==> src/hw/ext_irq_pkg.sv <==
// Package of addresses, field positions and reset values for the external interrupt inputs
package ext_irq_pkg;

    // Special function register addresses
    localparam logic [7:0] TIMER_CTRL_ADDR   = 8'h88;
    localparam logic [7:0] EXT_CFG_ADDR      = 8'he4;
    localparam logic [7:0] EXT_PRIO_ADDR     = 8'hf6;

    // Reset values
    localparam logic [7:0] TIMER_CTRL_RST    = 8'h00;
    localparam logic [7:0] EXT_CFG_RST       = 8'h01;
    localparam logic [7:0] EXT_PRIO_RST      = 8'h00;

    // Timer control register fields owned by this block
    localparam int         ZERO_EDGE_BIT     = 0;
    localparam int         ZERO_PEND_BIT     = 1;
    localparam int         ONE_EDGE_BIT      = 2;
    localparam int         ONE_PEND_BIT      = 3;

    // External interrupt configuration register fields
    localparam int         ZERO_SEL_LSB      = 0;
    localparam int         ZERO_POL_BIT      = 3;
    localparam int         ONE_SEL_LSB       = 4;
    localparam int         ONE_POL_BIT       = 7;
    localparam int         SEL_WIDTH         = 3;

    // Extended priority register field
    localparam int         COUNTER_PRIO_BIT  = 2;

    // Pin synchroniser depth
    localparam int         SYNC_STAGES       = 2;

endpackage : ext_irq_pkg

==> src/hw/ext_irq_channel.sv <==
// One external interrupt channel: synchroniser, polarity, edge or level pending flag
`timescale 1ns/1ps
module ext_irq_channel (
    // Clock and reset
    input  wire logic sys_clk,
    input  wire logic sys_rst,
    // Selected pin and configuration
    input  wire logic pinIn,
    input  wire logic polarity,
    input  wire logic edgeSel,
    // Core vector acknowledge
    input  wire logic vectorAck,
    // Software write of the pending bit
    input  wire logic swWrite,
    input  wire logic swValue,
    // Pending flag towards the core
    output logic      pending
);

    logic syncFirst_r;
    logic syncSecond_r;
    logic prevActive_r;
    logic active;
    logic edgeSeen;
    logic pending_r;

    // Two flip-flop synchroniser; first stage feeds only the second
    always_ff @(posedge sys_clk or posedge sys_rst) begin
        if (sys_rst) begin
            syncFirst_r  <= 1'b1;         // Idle level of a pulled-up pin
            syncSecond_r <= 1'b1;         // Avoids a false request after reset
        end else begin
            syncFirst_r  <= pinIn;        // RL12
            syncSecond_r <= syncFirst_r;  // RL12
        end
    end

    // Active level under the chosen polarity; 0 means active low
    assign active   = polarity ? syncSecond_r : ~syncSecond_r; // RL1
    assign edgeSeen = active & ~prevActive_r;                  // RL12

    // Previous active state for edge detection
    always_ff @(posedge sys_clk or posedge sys_rst) begin
        if (sys_rst) begin
            prevActive_r <= 1'b0;
        end else begin
            prevActive_r <= active;
        end
    end

    // Pending flag: edge mode latches, level mode follows the input
    always_ff @(posedge sys_clk or posedge sys_rst) begin
        if (sys_rst) begin
            pending_r <= 1'b0;
        end else if (!edgeSel) begin
            pending_r <= active;          // RL8 RL10
        end else if (edgeSeen) begin
            pending_r <= 1'b1;            // RL7 set wins over clear
        end else if (vectorAck) begin
            pending_r <= 1'b0;            // RL7
        end else if (swWrite) begin
            pending_r <= swValue;
        end
    end

    assign pending = pending_r;
endmodule : ext_irq_channel

==> src/hw/external_interrupt_inputs.sv <==
// External interrupt inputs: register port, pin routing and two detection channels
`timescale 1ns/1ps
// Contract
// RL1: Sensitivity bit 1 means edge, 0 level; polarity 0 active low, 1 high.
// RL2: Polarity from configuration register, edge or level from timer control register.
// RL3: Each input taken from the port pin its select field names.
// RL4: Pins are only sampled; their drive and crossbar users stay untouched.
// RL5: Software skips the pin in the crossbar, open-drain with latch one.
// RL6: Pending flags read at timer control bits 1 and 3.
// RL7: Edge mode sets flag on active edge; cleared when core vectors.
// RL8: Level mode flag follows active input level without latching.
// RL9: Source holds a level request until the device recognises it.
// RL10: Level still active after the routine raises a new request.
// RL11: Extended priority bit 2 picks counter array interrupt priority.
// RL12: Pins synchronised; edge is inactive to active between samples.
module external_interrupt_inputs #(
    parameter int PIN_COUNT = 8
) (
    // Clock and reset
    input  wire logic                 sys_clk,
    input  wire logic                 sys_rst,
    // Port pins, sampled only
    input  wire logic [PIN_COUNT-1:0] portPins,
    // Special function register port
    input  wire logic [7:0]           sfrAddr,
    input  wire logic                 sfrWrEn,
    input  wire logic [7:0]           sfrWrData,
    input  wire logic                 sfrRdEn,
    output logic      [7:0]           sfrRdData,
    // Core vector acknowledges
    input  wire logic                 irqZeroAck,
    input  wire logic                 irqOneAck,
    // Requests and priority towards the core
    output logic                      irqZeroPending,
    output logic                      irqOnePending,
    output logic                      counterArrayHighPriority,
    output logic      [7:0]           extPriority
);

    logic [7:0] extCfg_r;
    logic [7:0] extPrio_r;
    logic       zeroEdgeSel_r;
    logic       oneEdgeSel_r;
    logic [7:0] rdData_r;
    logic [7:0] rdData_nxt;
    logic       tconWrite;
    logic [ext_irq_pkg::SEL_WIDTH-1:0] zeroSel;
    logic [ext_irq_pkg::SEL_WIDTH-1:0] oneSel;
    logic       zeroPin;
    logic       onePin;
    logic       zeroPol;
    logic       onePol;

    // Write decode of the timer control register
    assign tconWrite = sfrWrEn && (sfrAddr == ext_irq_pkg::TIMER_CTRL_ADDR);

    // Configuration register: pin selects and polarities
    always_ff @(posedge sys_clk or posedge sys_rst) begin
        if (sys_rst) begin
            extCfg_r <= ext_irq_pkg::EXT_CFG_RST;
        end else if (sfrWrEn && (sfrAddr == ext_irq_pkg::EXT_CFG_ADDR)) begin
            extCfg_r <= sfrWrData; // RL2
        end
    end

    // Extended priority register
    always_ff @(posedge sys_clk or posedge sys_rst) begin
        if (sys_rst) begin
            extPrio_r <= ext_irq_pkg::EXT_PRIO_RST;
        end else if (sfrWrEn && (sfrAddr == ext_irq_pkg::EXT_PRIO_ADDR)) begin
            extPrio_r <= sfrWrData; // RL11
        end
    end

    // Edge or level select bits held in timer control
    always_ff @(posedge sys_clk or posedge sys_rst) begin
        if (sys_rst) begin
            zeroEdgeSel_r <= ext_irq_pkg::TIMER_CTRL_RST[ext_irq_pkg::ZERO_EDGE_BIT];
            oneEdgeSel_r  <= ext_irq_pkg::TIMER_CTRL_RST[ext_irq_pkg::ONE_EDGE_BIT];
        end else if (tconWrite) begin
            zeroEdgeSel_r <= sfrWrData[ext_irq_pkg::ZERO_EDGE_BIT]; // RL2
            oneEdgeSel_r  <= sfrWrData[ext_irq_pkg::ONE_EDGE_BIT];  // RL2
        end
    end

    // Field extraction from the configuration register
    assign zeroSel = extCfg_r[ext_irq_pkg::ZERO_SEL_LSB +: ext_irq_pkg::SEL_WIDTH];
    assign oneSel  = extCfg_r[ext_irq_pkg::ONE_SEL_LSB +: ext_irq_pkg::SEL_WIDTH];
    assign zeroPol = extCfg_r[ext_irq_pkg::ZERO_POL_BIT]; // RL2
    assign onePol  = extCfg_r[ext_irq_pkg::ONE_POL_BIT];  // RL2

    // Pin routing by select field, independent of the crossbar; read only
    assign zeroPin = portPins[zeroSel]; // RL3 RL4
    assign onePin  = portPins[oneSel];  // RL3 RL4

    // Channel for external input zero
    ext_irq_channel u_zero (
        .sys_clk   (sys_clk),
        .sys_rst   (sys_rst),
        .pinIn     (zeroPin),
        .polarity  (zeroPol),
        .edgeSel   (zeroEdgeSel_r),
        .vectorAck (irqZeroAck),
        .swWrite   (tconWrite),
        .swValue   (sfrWrData[ext_irq_pkg::ZERO_PEND_BIT]),
        .pending   (irqZeroPending)
    );

    // Channel for external input one
    ext_irq_channel u_one (
        .sys_clk   (sys_clk),
        .sys_rst   (sys_rst),
        .pinIn     (onePin),
        .polarity  (onePol),
        .edgeSel   (oneEdgeSel_r),
        .vectorAck (irqOneAck),
        .swWrite   (tconWrite),
        .swValue   (sfrWrData[ext_irq_pkg::ONE_PEND_BIT]),
        .pending   (irqOnePending)
    );

    // Read multiplexer; unmapped addresses and foreign timer bits read zero
    always_comb begin
        rdData_nxt = 8'h00;
        unique case (sfrAddr)
            ext_irq_pkg::TIMER_CTRL_ADDR: begin
                rdData_nxt[ext_irq_pkg::ZERO_EDGE_BIT] = zeroEdgeSel_r;
                rdData_nxt[ext_irq_pkg::ZERO_PEND_BIT] = irqZeroPending; // RL6
                rdData_nxt[ext_irq_pkg::ONE_EDGE_BIT]  = oneEdgeSel_r;
                rdData_nxt[ext_irq_pkg::ONE_PEND_BIT]  = irqOnePending;  // RL6
            end
            ext_irq_pkg::EXT_CFG_ADDR: begin
                rdData_nxt = extCfg_r;
            end
            ext_irq_pkg::EXT_PRIO_ADDR: begin
                rdData_nxt = extPrio_r;
            end
            default: begin
                rdData_nxt = 8'h00;
            end
        endcase
    end

    // Registered read data, loaded on each read strobe
    always_ff @(posedge sys_clk or posedge sys_rst) begin
        if (sys_rst) begin
            rdData_r <= 8'h00;
        end else if (sfrRdEn) begin
            rdData_r <= rdData_nxt;
        end
    end

    assign sfrRdData                = rdData_r;
    assign extPriority              = extPrio_r;
    assign counterArrayHighPriority = extPrio_r[ext_irq_pkg::COUNTER_PRIO_BIT]; // RL11
endmodule : external_interrupt_inputs

==> config.mk <==
export PLATFORM = sky130hd
export DESIGN_NAME = external_interrupt_inputs
export DESIGN_NICKNAME = d
export VERILOG_FILES = /design/src/hw/ext_irq_pkg.sv /design/src/hw/ext_irq_channel.sv /design/src/hw/external_interrupt_inputs.sv
export SDC_FILE = /design/constraint.sdc
export NUM_CORES = 1
export LEC_CHECK = 0
export ABC_CLOCK_PERIOD_IN_PS = 1900
export BUFFER_PORTS_ARGS = -buffer_cell sky130_fd_sc_hd__buf_2
export CORE_MARGIN = 2
export CORE_UTILIZATION = 53
export CTS_BUF_LIST = sky130_fd_sc_hd__clkbuf_8
export DETAILED_ROUTE_END_ITERATION = 8
export PLACE_DENSITY = 0.81
export SETUP_SLACK_MARGIN = 0.3
export SYNTH_ARGS = -nofsm -noshare
export SYNTH_HDL_FRONTEND = slang
export SYNTH_SLANG_ARGS = --single-unit
export TNS_END_PERCENT = 20
==> constraint.sdc <==
create_clock -name sys_clk -period 1.9 [get_ports sys_clk]
set_input_delay 0.095 -clock sys_clk [delete_from_list [all_inputs] [get_ports sys_clk]]
set_output_delay 0.095 -clock sys_clk [all_outputs]
set_load 0.005 [all_outputs]
# Word level (Yosys, flattened, before mapping)
# Cells that the tools add are included.
[classes] magnitude_cmp=2 n_eq_ne=5 n_mux=16 bitwise_logic=6 reduce_logical=3
[op_table] operator="$eq 8x8->1 const B" count=3
[op_table] operator="$mux 1" count=12
[op_table] operator="$pmux 4 s3" count=1
[op_table] operator="$lt 3x4->1 const B" count=2
[op_table] operator="$ne 4x2->1 const B" count=2
[op_table] operator="$pmux 4 s2" count=1
[op_table] operator="$bmux 1 s3" count=2
[op_table] operator="$not 1->1" count=4
[op_table] operator="$logic_and 1x1->1" count=3
[op_table] operator="$and 1x1->1" count=2
[totals] register_bits=34 inputBits=30 output_inout_bits=19 word_cells=45

# Longest topological paths before layout
# Gate-level depths: netlist (run 1).
[logic_depth] ltp_word=6 mapped_depth=5

# Cells and area by module
# From an unflattened synthesis (run 1), not the netlist that was laid out.
[unflattened] hier_cells=119 hier_area_um2=1626.6
[by_module_without_submodules] mod="external_interrupt_inputs" instances=1 cells_each=99 area_per_inst_um2=1331.3 seq_area_each_um2=651.9
[by_module_without_submodules] mod="ext_irq_channel" instances=2 cells_each=10 area_per_inst_um2=147.6 seq_area_each_um2=102.6

# Worst setup path after synthesis (run 1)
# No wires, ideal clock.
[synth_path] path_kind="register -> register" start="reg u_one.syncSecond_r" end="reg u_one.pending_r, in the netlist u_one.pending" arrival_time_ps=1308 required_ps=1775 setup_slack_ps=468 stages_incl_launch_ff=5 n_path_buf=0 synth_period_minus_slack_ps=1432 cell_sequence="dfstp_2 -> xnor2_1 -> nor2b_1 -> nor4b_1 -> mux2_2"
[synth_via] elab_chain_len=5
[synth_lines] item="from (decl)" line="ext_irq_channel.sv:21" source="logic syncSecond_r;"
[synth_lines] item="from (signal assigned)" line="ext_irq_channel.sv:34" source="syncSecond_r <= syncFirst_r;"
[synth_lines] item="$not 1->1" line="ext_irq_channel.sv:39" source="assign active = polarity ? syncSecond_r : ~syncSecond_r;"
[synth_lines] item="$mux 1 (*)" line="ext_irq_channel.sv:39"
[synth_lines] item="named net u_one.active" line="ext_irq_channel.sv:23" source="logic active;"
[synth_lines] item="$and 1x1->1" line="ext_irq_channel.sv:40" source="assign edgeSeen = active & ~prevActive_r;"
[synth_lines] item="$mux 1" line="ext_irq_channel.sv:57" source="end else if (edgeSeen) begin"
[synth_lines] item="$mux 1" line="ext_irq_channel.sv:55" source="end else if (!edgeSel) begin"
[synth_lines] item="to (signal assigned)" line="ext_irq_channel.sv:56" source="pending_r <= active;"
[synth_lines] item="to (signal assigned)" line="ext_irq_channel.sv:62" source="pending_r <= swValue;"
[synth_lines] item="to (decl)" line="ext_irq_channel.sv:25" source="logic pending_r;"
# The timed path passes the listed nets; every way through them passes the cells marked *.
# A chain may end at the register's enable or synchronous reset.

# Worst setup path in the final report (run 1)
[layout_path] start="reg u_zero.syncSecond_r" end="reg u_zero.pending_r, in the netlist u_zero.pending"
[layout_via] elab_chain_len=5
[layout_lines] item="from (decl)" line="ext_irq_channel.sv:21"
[layout_lines] item="from (signal assigned)" line="ext_irq_channel.sv:34"
[layout_lines] item="$not 1->1" line="ext_irq_channel.sv:39"
[layout_lines] item="$mux 1 (*)" line="ext_irq_channel.sv:39"
[layout_lines] item="named net u_zero.active" line="ext_irq_channel.sv:23"
[layout_lines] item="$and 1x1->1" line="ext_irq_channel.sv:40"
[layout_lines] item="$mux 1" line="ext_irq_channel.sv:57"
[layout_lines] item="$mux 1" line="ext_irq_channel.sv:55"
[layout_lines] item="to (signal assigned)" line="ext_irq_channel.sv:56"
[layout_lines] item="to (signal assigned)" line="ext_irq_channel.sv:62"
[layout_lines] item="to (decl)" line="ext_irq_channel.sv:25"
# Marks and branches as above.

==> metrics.md, run 1 <==
| Metric | Value |
|---|---|
| Status | finished, final reports clean |
| Endpoint kind of the worst setup timing path | flop |
| Yosys reg bits | 34 |
| Worst slew pin tran | 0.625 ns |
| Mean Syn Cell Area | between 10 and 15 sq um |
| Timing-limited maximum frequency | 0.672 GHz |
| Sequential group share of total power | 0.528 |
| Distinct cell type count of the synthesized netlist | 29 |
| Buffer cell driving the clock tree root | clkbuf_8 |
| Count of vias placed by the detailed router | about 1.3k |
| H-tree levels | 2 |
| Die ar. | ~3600 sq um |
| Core footprint | 3030 sq um |
| Number of antenna-violating nets in the routed design | 0 |
| Buffer depth of the longest clock path | 2 |
| Required time at the worst-slack endpoint | approximately 2.1 ns |
| Cell Count, Final, Fillers Out | 238 |
| Overall fraction of global-route tracks in use | 0.235 |
| Max incr delay on CP | 0.52 ns |
| Insertion delay to the later sink of the worst-skew pair | ~0.29 ns |
| Cell with the largest stage delay on the worst path | dfstp_2 |
| Internal power consumption | ~1.2 mW |
| Average wire length per cell after detail routing | 15.6 um |
| Critical path type | flop to flop |
| List of cells traversed by the critical path | xnor2_1 -> nor2b_1 -> nor4b_2 -> mux2_2 |
| Cells after DPL | ~230 |
| Switching Fraction | 0.244 |
| Via count of the first global-routing pass | 1,362 |
| TritonCTS Sinks | 34 |
| Setup repair after global routing missed its margin | no |
| Area growth from synthesis to final layout | 24.2% |
| Net switching power of the design | 0.378 mW |
| Worst slew margin relative to its limit | 0.580 |
| I/O pins | 49 |
| Syn_nets | 167 |
| 1st-iter DRT viols | 66 |
| Cell family with the largest share of critical-path delay | flip-flops |
| Global-route congestion overflow total | 0 |
| Total number of placement rows | 20 |
| R2R setup slack | 0.41 ns |
| Clock slew at the register clock pins of the worst setup and hold paths | 0.07 ns |
| Buf+Inv Stages, Crit Path | 0 |
| Summed negative setup slack over all endpoints | 0 ns |
| Highest fanout seen on the critical path | 3 |
| Maximum vdd ir drop | 0.000578 V |
| MaxCap Viol Count | 0 |
| Post-route DRC violation count | 0 |
| TritonCTS Buffers | 5 |
| Clock group share of total power | 0.347 |
| Total routed wirelength | 3.71 mm |
| Critical Path Start Type | flop |
| Number of slew-limit violations in the final report | 0 |
| Gate count after technology mapping | 137 |
| PD cells | 743 nW/um^2 |
| Path type of the worst min-delay path | input port to flop |
| Wire length of the first global-routing pass | a little over 6 mm |
| Post-DP HPWL | 2.83 mm |
| Final hold vios | 0 |
| First-pass DRT Iterations | 5 |
| Initial antenna violation count | 0 |
| Number of antenna repair diodes | 0 |
| Area of the mapped netlist | 1680 sq um |
| Portion of the clock cycle consumed by the worst path in the final layout | 0.784 |
| P_leak | 0.985 nW |
| Net count reported at finish | 223 |
| Min Clock Period, post-route | 1.49 ns |
| RD Place Congestion | approximately 0.9 |
| Gate power share | 0.126 |
| Layout cells sized above 1 | 0.495 |
| Number of input and output port buffers inserted | 48 |
| Clock tree from TritonCTS | done |
| Area of all placed cells without fillers | 2090 sq um |
| Signal arrival time at the worst endpoint | 1.66 ns |
| Area post-placement | 1980 sq um |
| Number of setup buffers added after CTS | 0 |
| Clock skew | 0.00447 ns |
| Total of endpoints with negative setup slack in the final report | 0 |
| Initial standard-cell utilization of the core | 0.555 |
| Height of the die | about 60 um |
| Routed vias/inst | 5.66 |
| Sequential-to-total area share from yosys stat | 0.510 |
| Horizontal die dimension | 60.3 um |
| Yosys warnings | 0 |
| Maximum number of pins on one net before global-route repair | 35 |
-- flip-flops by register name, summed over array words and instances (netlist names) --
signal / count
extCfg_r: 8
extPriority: 8
sfrRdData: 8
oneEdgeSel_r: 1
u_one.pending: 1
u_one.prevActive_r: 1
u_one.syncFirst_r: 1
u_one.syncSecond_r: 1
u_zero.pending: 1
u_zero.prevActive_r: 1
u_zero.syncFirst_r: 1
u_zero.syncSecond_r: 1
zeroEdgeSel_r: 1
-- final cells by class --
class                      count  area, sq um
fill                         246          942
sequential                    34          857
multi-input combinational     96          795
timing repair buffer          52          273
clock buffer                   6         82.6
tap                           44         55.1
inverter                       4         15.0
clock inverter                 2         8.76
-- synth_stat cells --
cell | number | area [sq um]
or2_2 | 1 | 6.26
clkbuf_1 | 1 | 3.75
nand3b_1 | 1 | 7.51
buf_4 | 2 | 15.0
o21ai_0 | 5 | 25.0
nor3_4 | 3 | 48.8
nand3b_2 | 1 | 11.3
nand4bb_1 | 1 | 11.3
a32o_1 | 2 | 20.0
mux2_2 | 21 | 236
nand2_1 | 4 | 15.0
nand2b_1 | 1 | 6.26
nand2_2 | 1 | 6.26
dfstp_2 | 5 | 131
nor4_1 | 3 | 18.8
dfrtp_1 | 29 | 726
inv_1 | 4 | 15.0
nor4b_1 | 2 | 17.5
nor3b_1 | 4 | 30.0
mux4_2 | 4 | 90.1
xnor2_1 | 2 | 17.5
nor2_1 | 8 | 30.0
nor2b_1 | 6 | 37.5
or4b_4 | 1 | 13.8
nand3_1 | 3 | 15.0
a21oi_1 | 12 | 60.1
xor2_1 | 1 | 8.76
nor3_1 | 5 | 25.0
a22oi_1 | 4 | 30.0
-- per-stage QoR --
| step | hold WS, ns | utilization | setup slack, ns | total power [mW] |
|---|---|---|---|---|
| floorplan | 0.212 | - | 0.468 | 0.932 |
| global placement | 0.195 | 0.653 | 0.281 | 1.01 |
| detailed placement | 0.206 | 0.653 | 0.264 | 1.02 |
| CTS | 0.0493 | 0.687 | 0.350 | 1.56 |
| global route | 0.0535 | 0.689 | 0.324 | 1.63 |
| finish | 0.0526 | 0.689 | 0.411 | 1.55 |
-- final timing paths --
kind | from | end | cells past startpoint
min | sfrWrData[7] | extCfg_r[7] | 2
max in group asynchronous | sys_rst | u_one.syncSecond_r | 4
max reg2reg | u_zero.syncSecond_r | u_zero.pending | 4
min reg2reg | u_zero.syncFirst_r | u_zero.syncSecond_r | 0
min in group asynchronous | sys_rst | extCfg_r[4] | 4
max | u_zero.syncSecond_r | u_zero.pending | 4
-- placed cells by master, fill, tap and decap left out, types with 2 or more instances in the layout --
cell type  instances
buf_2             48
mux4_2             4
nor4_1             3
dfstp_2            5
xnor2_1            2
dfrtp_1           29
nand3_1            3
buf_4              3
a21oi_1           12
nor2_1             8
inv_1              5
nor3_4             3
o21ai_0            5
a22oi_1            4
clkbuf_8           6
nor2b_1            6
mux2_2            21
nand2_1            4
nor3_1             5
a32o_1             2
nor3b_1            4
-- logic make-up (layout without fill, tap and decap cells) --
group,after synthesis,count (layout),synth area share
buffers and inverters,7,64,0.0201
xor gates and xnor gates,3,3,0.0157
DFF,34,34,0.510
AOI/OAI and AO/OA,23,23,0.0805
and+or+nand+nor,45,45,0.179
muxes,25,25,0.194
-- power groups by stage --
stage	combinational, mW	sequential, mW	clock, mW
2_1_floorplan	0.108	0.824	0
3_3_place_gp	0.183	0.827	0
3_5_place_dp	0.193	0.830	0
4_1_cts	0.196	0.817	0.552
5_1_grt	0.215	0.823	0.593
6_report	0.195	0.817	0.537
-- timing repair --
item,CTS,global route
hold buffers,1,0
endpoints found under the setup margin,0,1
resized for setup,0,1
hold endpoints to repair,29,0
-- metal layers --
layer | wire length, um | part of all wire | global-route usage | vias up
li1 | - | - | - | 624
met1 | 1560 | 0.42 | 0.279 | 667
met2 | 1870 | 0.50 | 0.391 | 46
met3 | 214 | 0.058 | 0.0714 | 9
met4 | 68 | 0.018 | 0.105 | 0
met5 | 0 | 0 | 0 | -
(Power assumes the default switching activity.)
==> run 2, diff against run 1 <==
Settings changed: ABC_CLOCK_PERIOD_IN_PS 1900 to 1300, CORE_UTILIZATION 53 to 48, PLACE_DENSITY 0.81 to 0.78.
Clock period 1.9 ns to 1.3 ns, I/O delays scaled along.
==> metrics.md, run 2 (synthesis gave the netlist of run 1 again) <==
| Metric | Value |
|---|---|
| Initial antenna violation count | 0 (unchanged) |
| Timing-limited maximum frequency | 0.673 GHz (+0.18%) |
| Fraction of the core area covered by cells at the end of the flow | 0.754 (+0.0652) |
| List of cells traversed by the critical path | xnor2_2 -> nor2b_4 -> nor4b_4 -> mux2_4 |
| Worst slew margin relative to its limit | 0.717 (+0.137) |
| Endpoint kind of the worst setup timing path | flop |
| PD cells | 1040 nW/um^2 (+40%) |
| Average wire length per cell after detail routing | 17.8 um (+14%) |
| Net count reported at finish | 243 (+9.0%) |
| I/O pins | 49 (unchanged) |
| Clock skew | 0.0126 ns (+0.00815 ns) |
| Portion of the clock cycle consumed by the worst path in the final layout | 1.14 (+0.360) |
| Clock slew at the register clock pins of the worst setup and hold paths | 0.07 ns (about the same) |
| Status | complete, but fails checks |
| Met1 track utilization from global routing | 0.296 (+0.0170) |
| Failing checks | negative setup slack |
| Switching Fraction | 0.238 (-0.00624) |
| TritonCTS Sinks | 34 (unchanged) |
| Insertion delay to the later sink of the worst-skew pair | 0.29 ns (about the same) |
| Wire length of the first global-routing pass | 7.31 mm (+20%) |
| Buffer cell driving the clock tree root | clkbuf_8 |
| Number of antenna repair diodes | 0 (unchanged) |
| Worst slew pin tran | 0.425 ns (-0.200 ns) |
| Die ar. | 3990 sq um (+9.7%) |
| Maximum vdd ir drop | 0.000815 V (+41%) |
| H-tree levels | 2 (unchanged) |
| Core footprint | 3340 sq um (+10%) |
| Via count of the first global-routing pass | 1,520 (+12%) |
| Number of input and output port buffers inserted | 48 (unchanged) |
| Sequential group share of total power | 0.460 (-0.068) |
| Internal power consumption | 1.99 mW (+70%) |
| Net switching power of the design | 0.621 mW (+64%) |
| Count of vias placed by the detailed router | 1,444 (+7.3%) |
| Height of the die | 63.1 um (+4.7%) |
| First-pass DRT Iterations | 4 (-1) |
| Clock tree from TritonCTS | done |
| Met2 Resource Use GR | 0.403 (+0.0116) |
| Buffer depth of the longest clock path | 2 (unchanged) |
| Min Clock Period, post-route | 1.49 ns (-0.00261 ns) |
| Post-route DRC violation count | 0 (unchanged) |
| Global-route congestion overflow total | 0 (unchanged) |
| Horizontal die dimension | 63.1 um (+4.7%) |
| Met3 usage | 0.0554 (-0.0161) |
| Signal arrival time at the worst endpoint | 1.67 ns (about the same) |
| Most common library cell in the layout ignoring fill and taps | buf_2 |
| Required time at the worst-slack endpoint | 1.48 ns (-0.59 ns) |
| Layout cells sized above 1 | 0.636 (+0.141) |
| Number of antenna-violating nets in the routed design | 0 (unchanged) |
| Cell with the largest stage delay on the worst path | dfstp_2 |
| Overall fraction of global-route tracks in use | 0.239 (+0.00405) |
| RD Place Congestion | 0.862 (-4.3%) |
| Critical Path Start Type | flop |
| Post-DP HPWL | 3.14 mm (+11%) |
| Number of slew-limit violations in the final report | 0 (unchanged) |
| Max incr delay on CP | 0.55 ns (+0.03 ns) |
| Placement Setup Slack | -0.243 ns (-0.507 ns) |
| Setup repair after global routing missed its margin | yes |
| Clock group share of total power | 0.382 (+0.035) |
| Highest fanout seen on the critical path | 2 (-1) |
| Most crowded layer after global routing | met2 |
| Commonest cells after routing, fill and taps aside | buf_2 (46), dfrtp_1 (29), mux2_4 (19) |
| MaxCap Viol Count | 0 (unchanged) |
| Total of endpoints with negative setup slack in the final report | 3 (+3) |
| Critical path type | flop to flop |
| Initial standard-cell utilization of the core | 0.503 (-0.0514) |
| Routed vias/inst | 5.55 (-1.8%) |
| Path type of the worst min-delay path | input port to flop |
| Final hold vios | 0 (unchanged) |
| Total number of placement rows | 21 (+5.0%) |
| TritonCTS Buffers | 5 (unchanged) |
| P_leak | 1.20 nW (+22%) |
| Gate power share | 0.158 (+0.032) |
| Area growth from synthesis to final layout | 49.9% |
| Slack of the critical path | -0.186 ns (-0.597 ns) |
| Total routed wirelength | 4.62 mm (+24%) |
| Maximum number of pins on one net before global-route repair | 35 (unchanged) |
| 1st-iter DRT viols | 104 (+58%) |
[run 2: layout make-up]
| class | instances | area, sq um |
|---|---|---|
| timing repair buffer | 72 | 467 |
| sequential | 34 | 857 |
| clock buffer | 6 | 82.6 |
| tap | 46 | 57.6 |
| clock inverter | 2 | 33.8 |
| inverter | 4 | 15.0 |
| fill | 220 | 821 |
| multi-input combinational | 96 | 1000 |
[run 2: timing repair]
item                                    CTS  global route
hold endpoints to repair                 29             0
endpoints found under the setup margin   29            30
hold buffers                              1             0
gates resized for setup                  23            33
setup buffers                             1             1
pin swaps                                10            20
[run 2: per-layer routing]
| metal | vias up | wire length (um) |
|---|---|---|
| met2 | 50 | 2420 |
| met1 | 735 | 1900 |
| met4 | 0 | 63 |
| met3 | 6 | 238 |
| li1 | 653 | - |
| met5 | - | 0 |
[run 2: final timing paths]
check                              startpoint                  end  slack, ns  depth (start not counted)
min                              sfrWrData[5]       extPriority[5]       0.02                          2
min reg2reg                u_zero.syncFirst_r  u_zero.syncSecond_r       0.36                          0
max                        u_one.syncSecond_r        u_one.pending      -0.19                          4
max in group asynchronous             sys_rst   u_one.syncSecond_r       0.55                          4
min in group asynchronous             sys_rst   u_one.prevActive_r       0.41                          4
max reg2reg                u_one.syncSecond_r        u_one.pending      -0.19                          4
[run 2: critical path: cells and delay by family (launching register included)]
kind             cells  cell delay [ns]
flip-flops           1             0.55
multiplexers         1             0.32
AND/OR/NAND/NOR      2             0.42
XOR/XNOR             1             0.09
[run 2: power by group through the flow]
stage | clock, mW | combinational, mW | sequential [mW]
CTS | 1.01 | 0.367 | 1.19
floorplan | 0 | 0.160 | 1.20
finish | 0.999 | 0.413 | 1.20
global placement | 0 | 0.317 | 1.21
global route | 1.05 | 0.445 | 1.21
detailed placement | 0 | 0.334 | 1.21
[run 2: stage by stage]
| stage | hold slack [ns] | area (sq um) | power [mW] | instances | setup TNS, ns |
|---|---|---|---|---|---|
| final | 0.0239 | 2520 | 2.61 | 260 | -0.443 |
| after global routing | 0.0283 | 2520 | 2.71 | 260 | -0.620 |
| after CTS | 0.0198 | 2360 | 2.57 | 259 | -0.433 |
| after detailed placement | 0.188 | 2140 | 1.54 | 249 | -2.92 |
| after global placement | 0.162 | 2140 | 1.52 | 249 | -2.42 |
| after floorplan | 0.182 | 1690 | 1.36 | 137 | -1.22 |
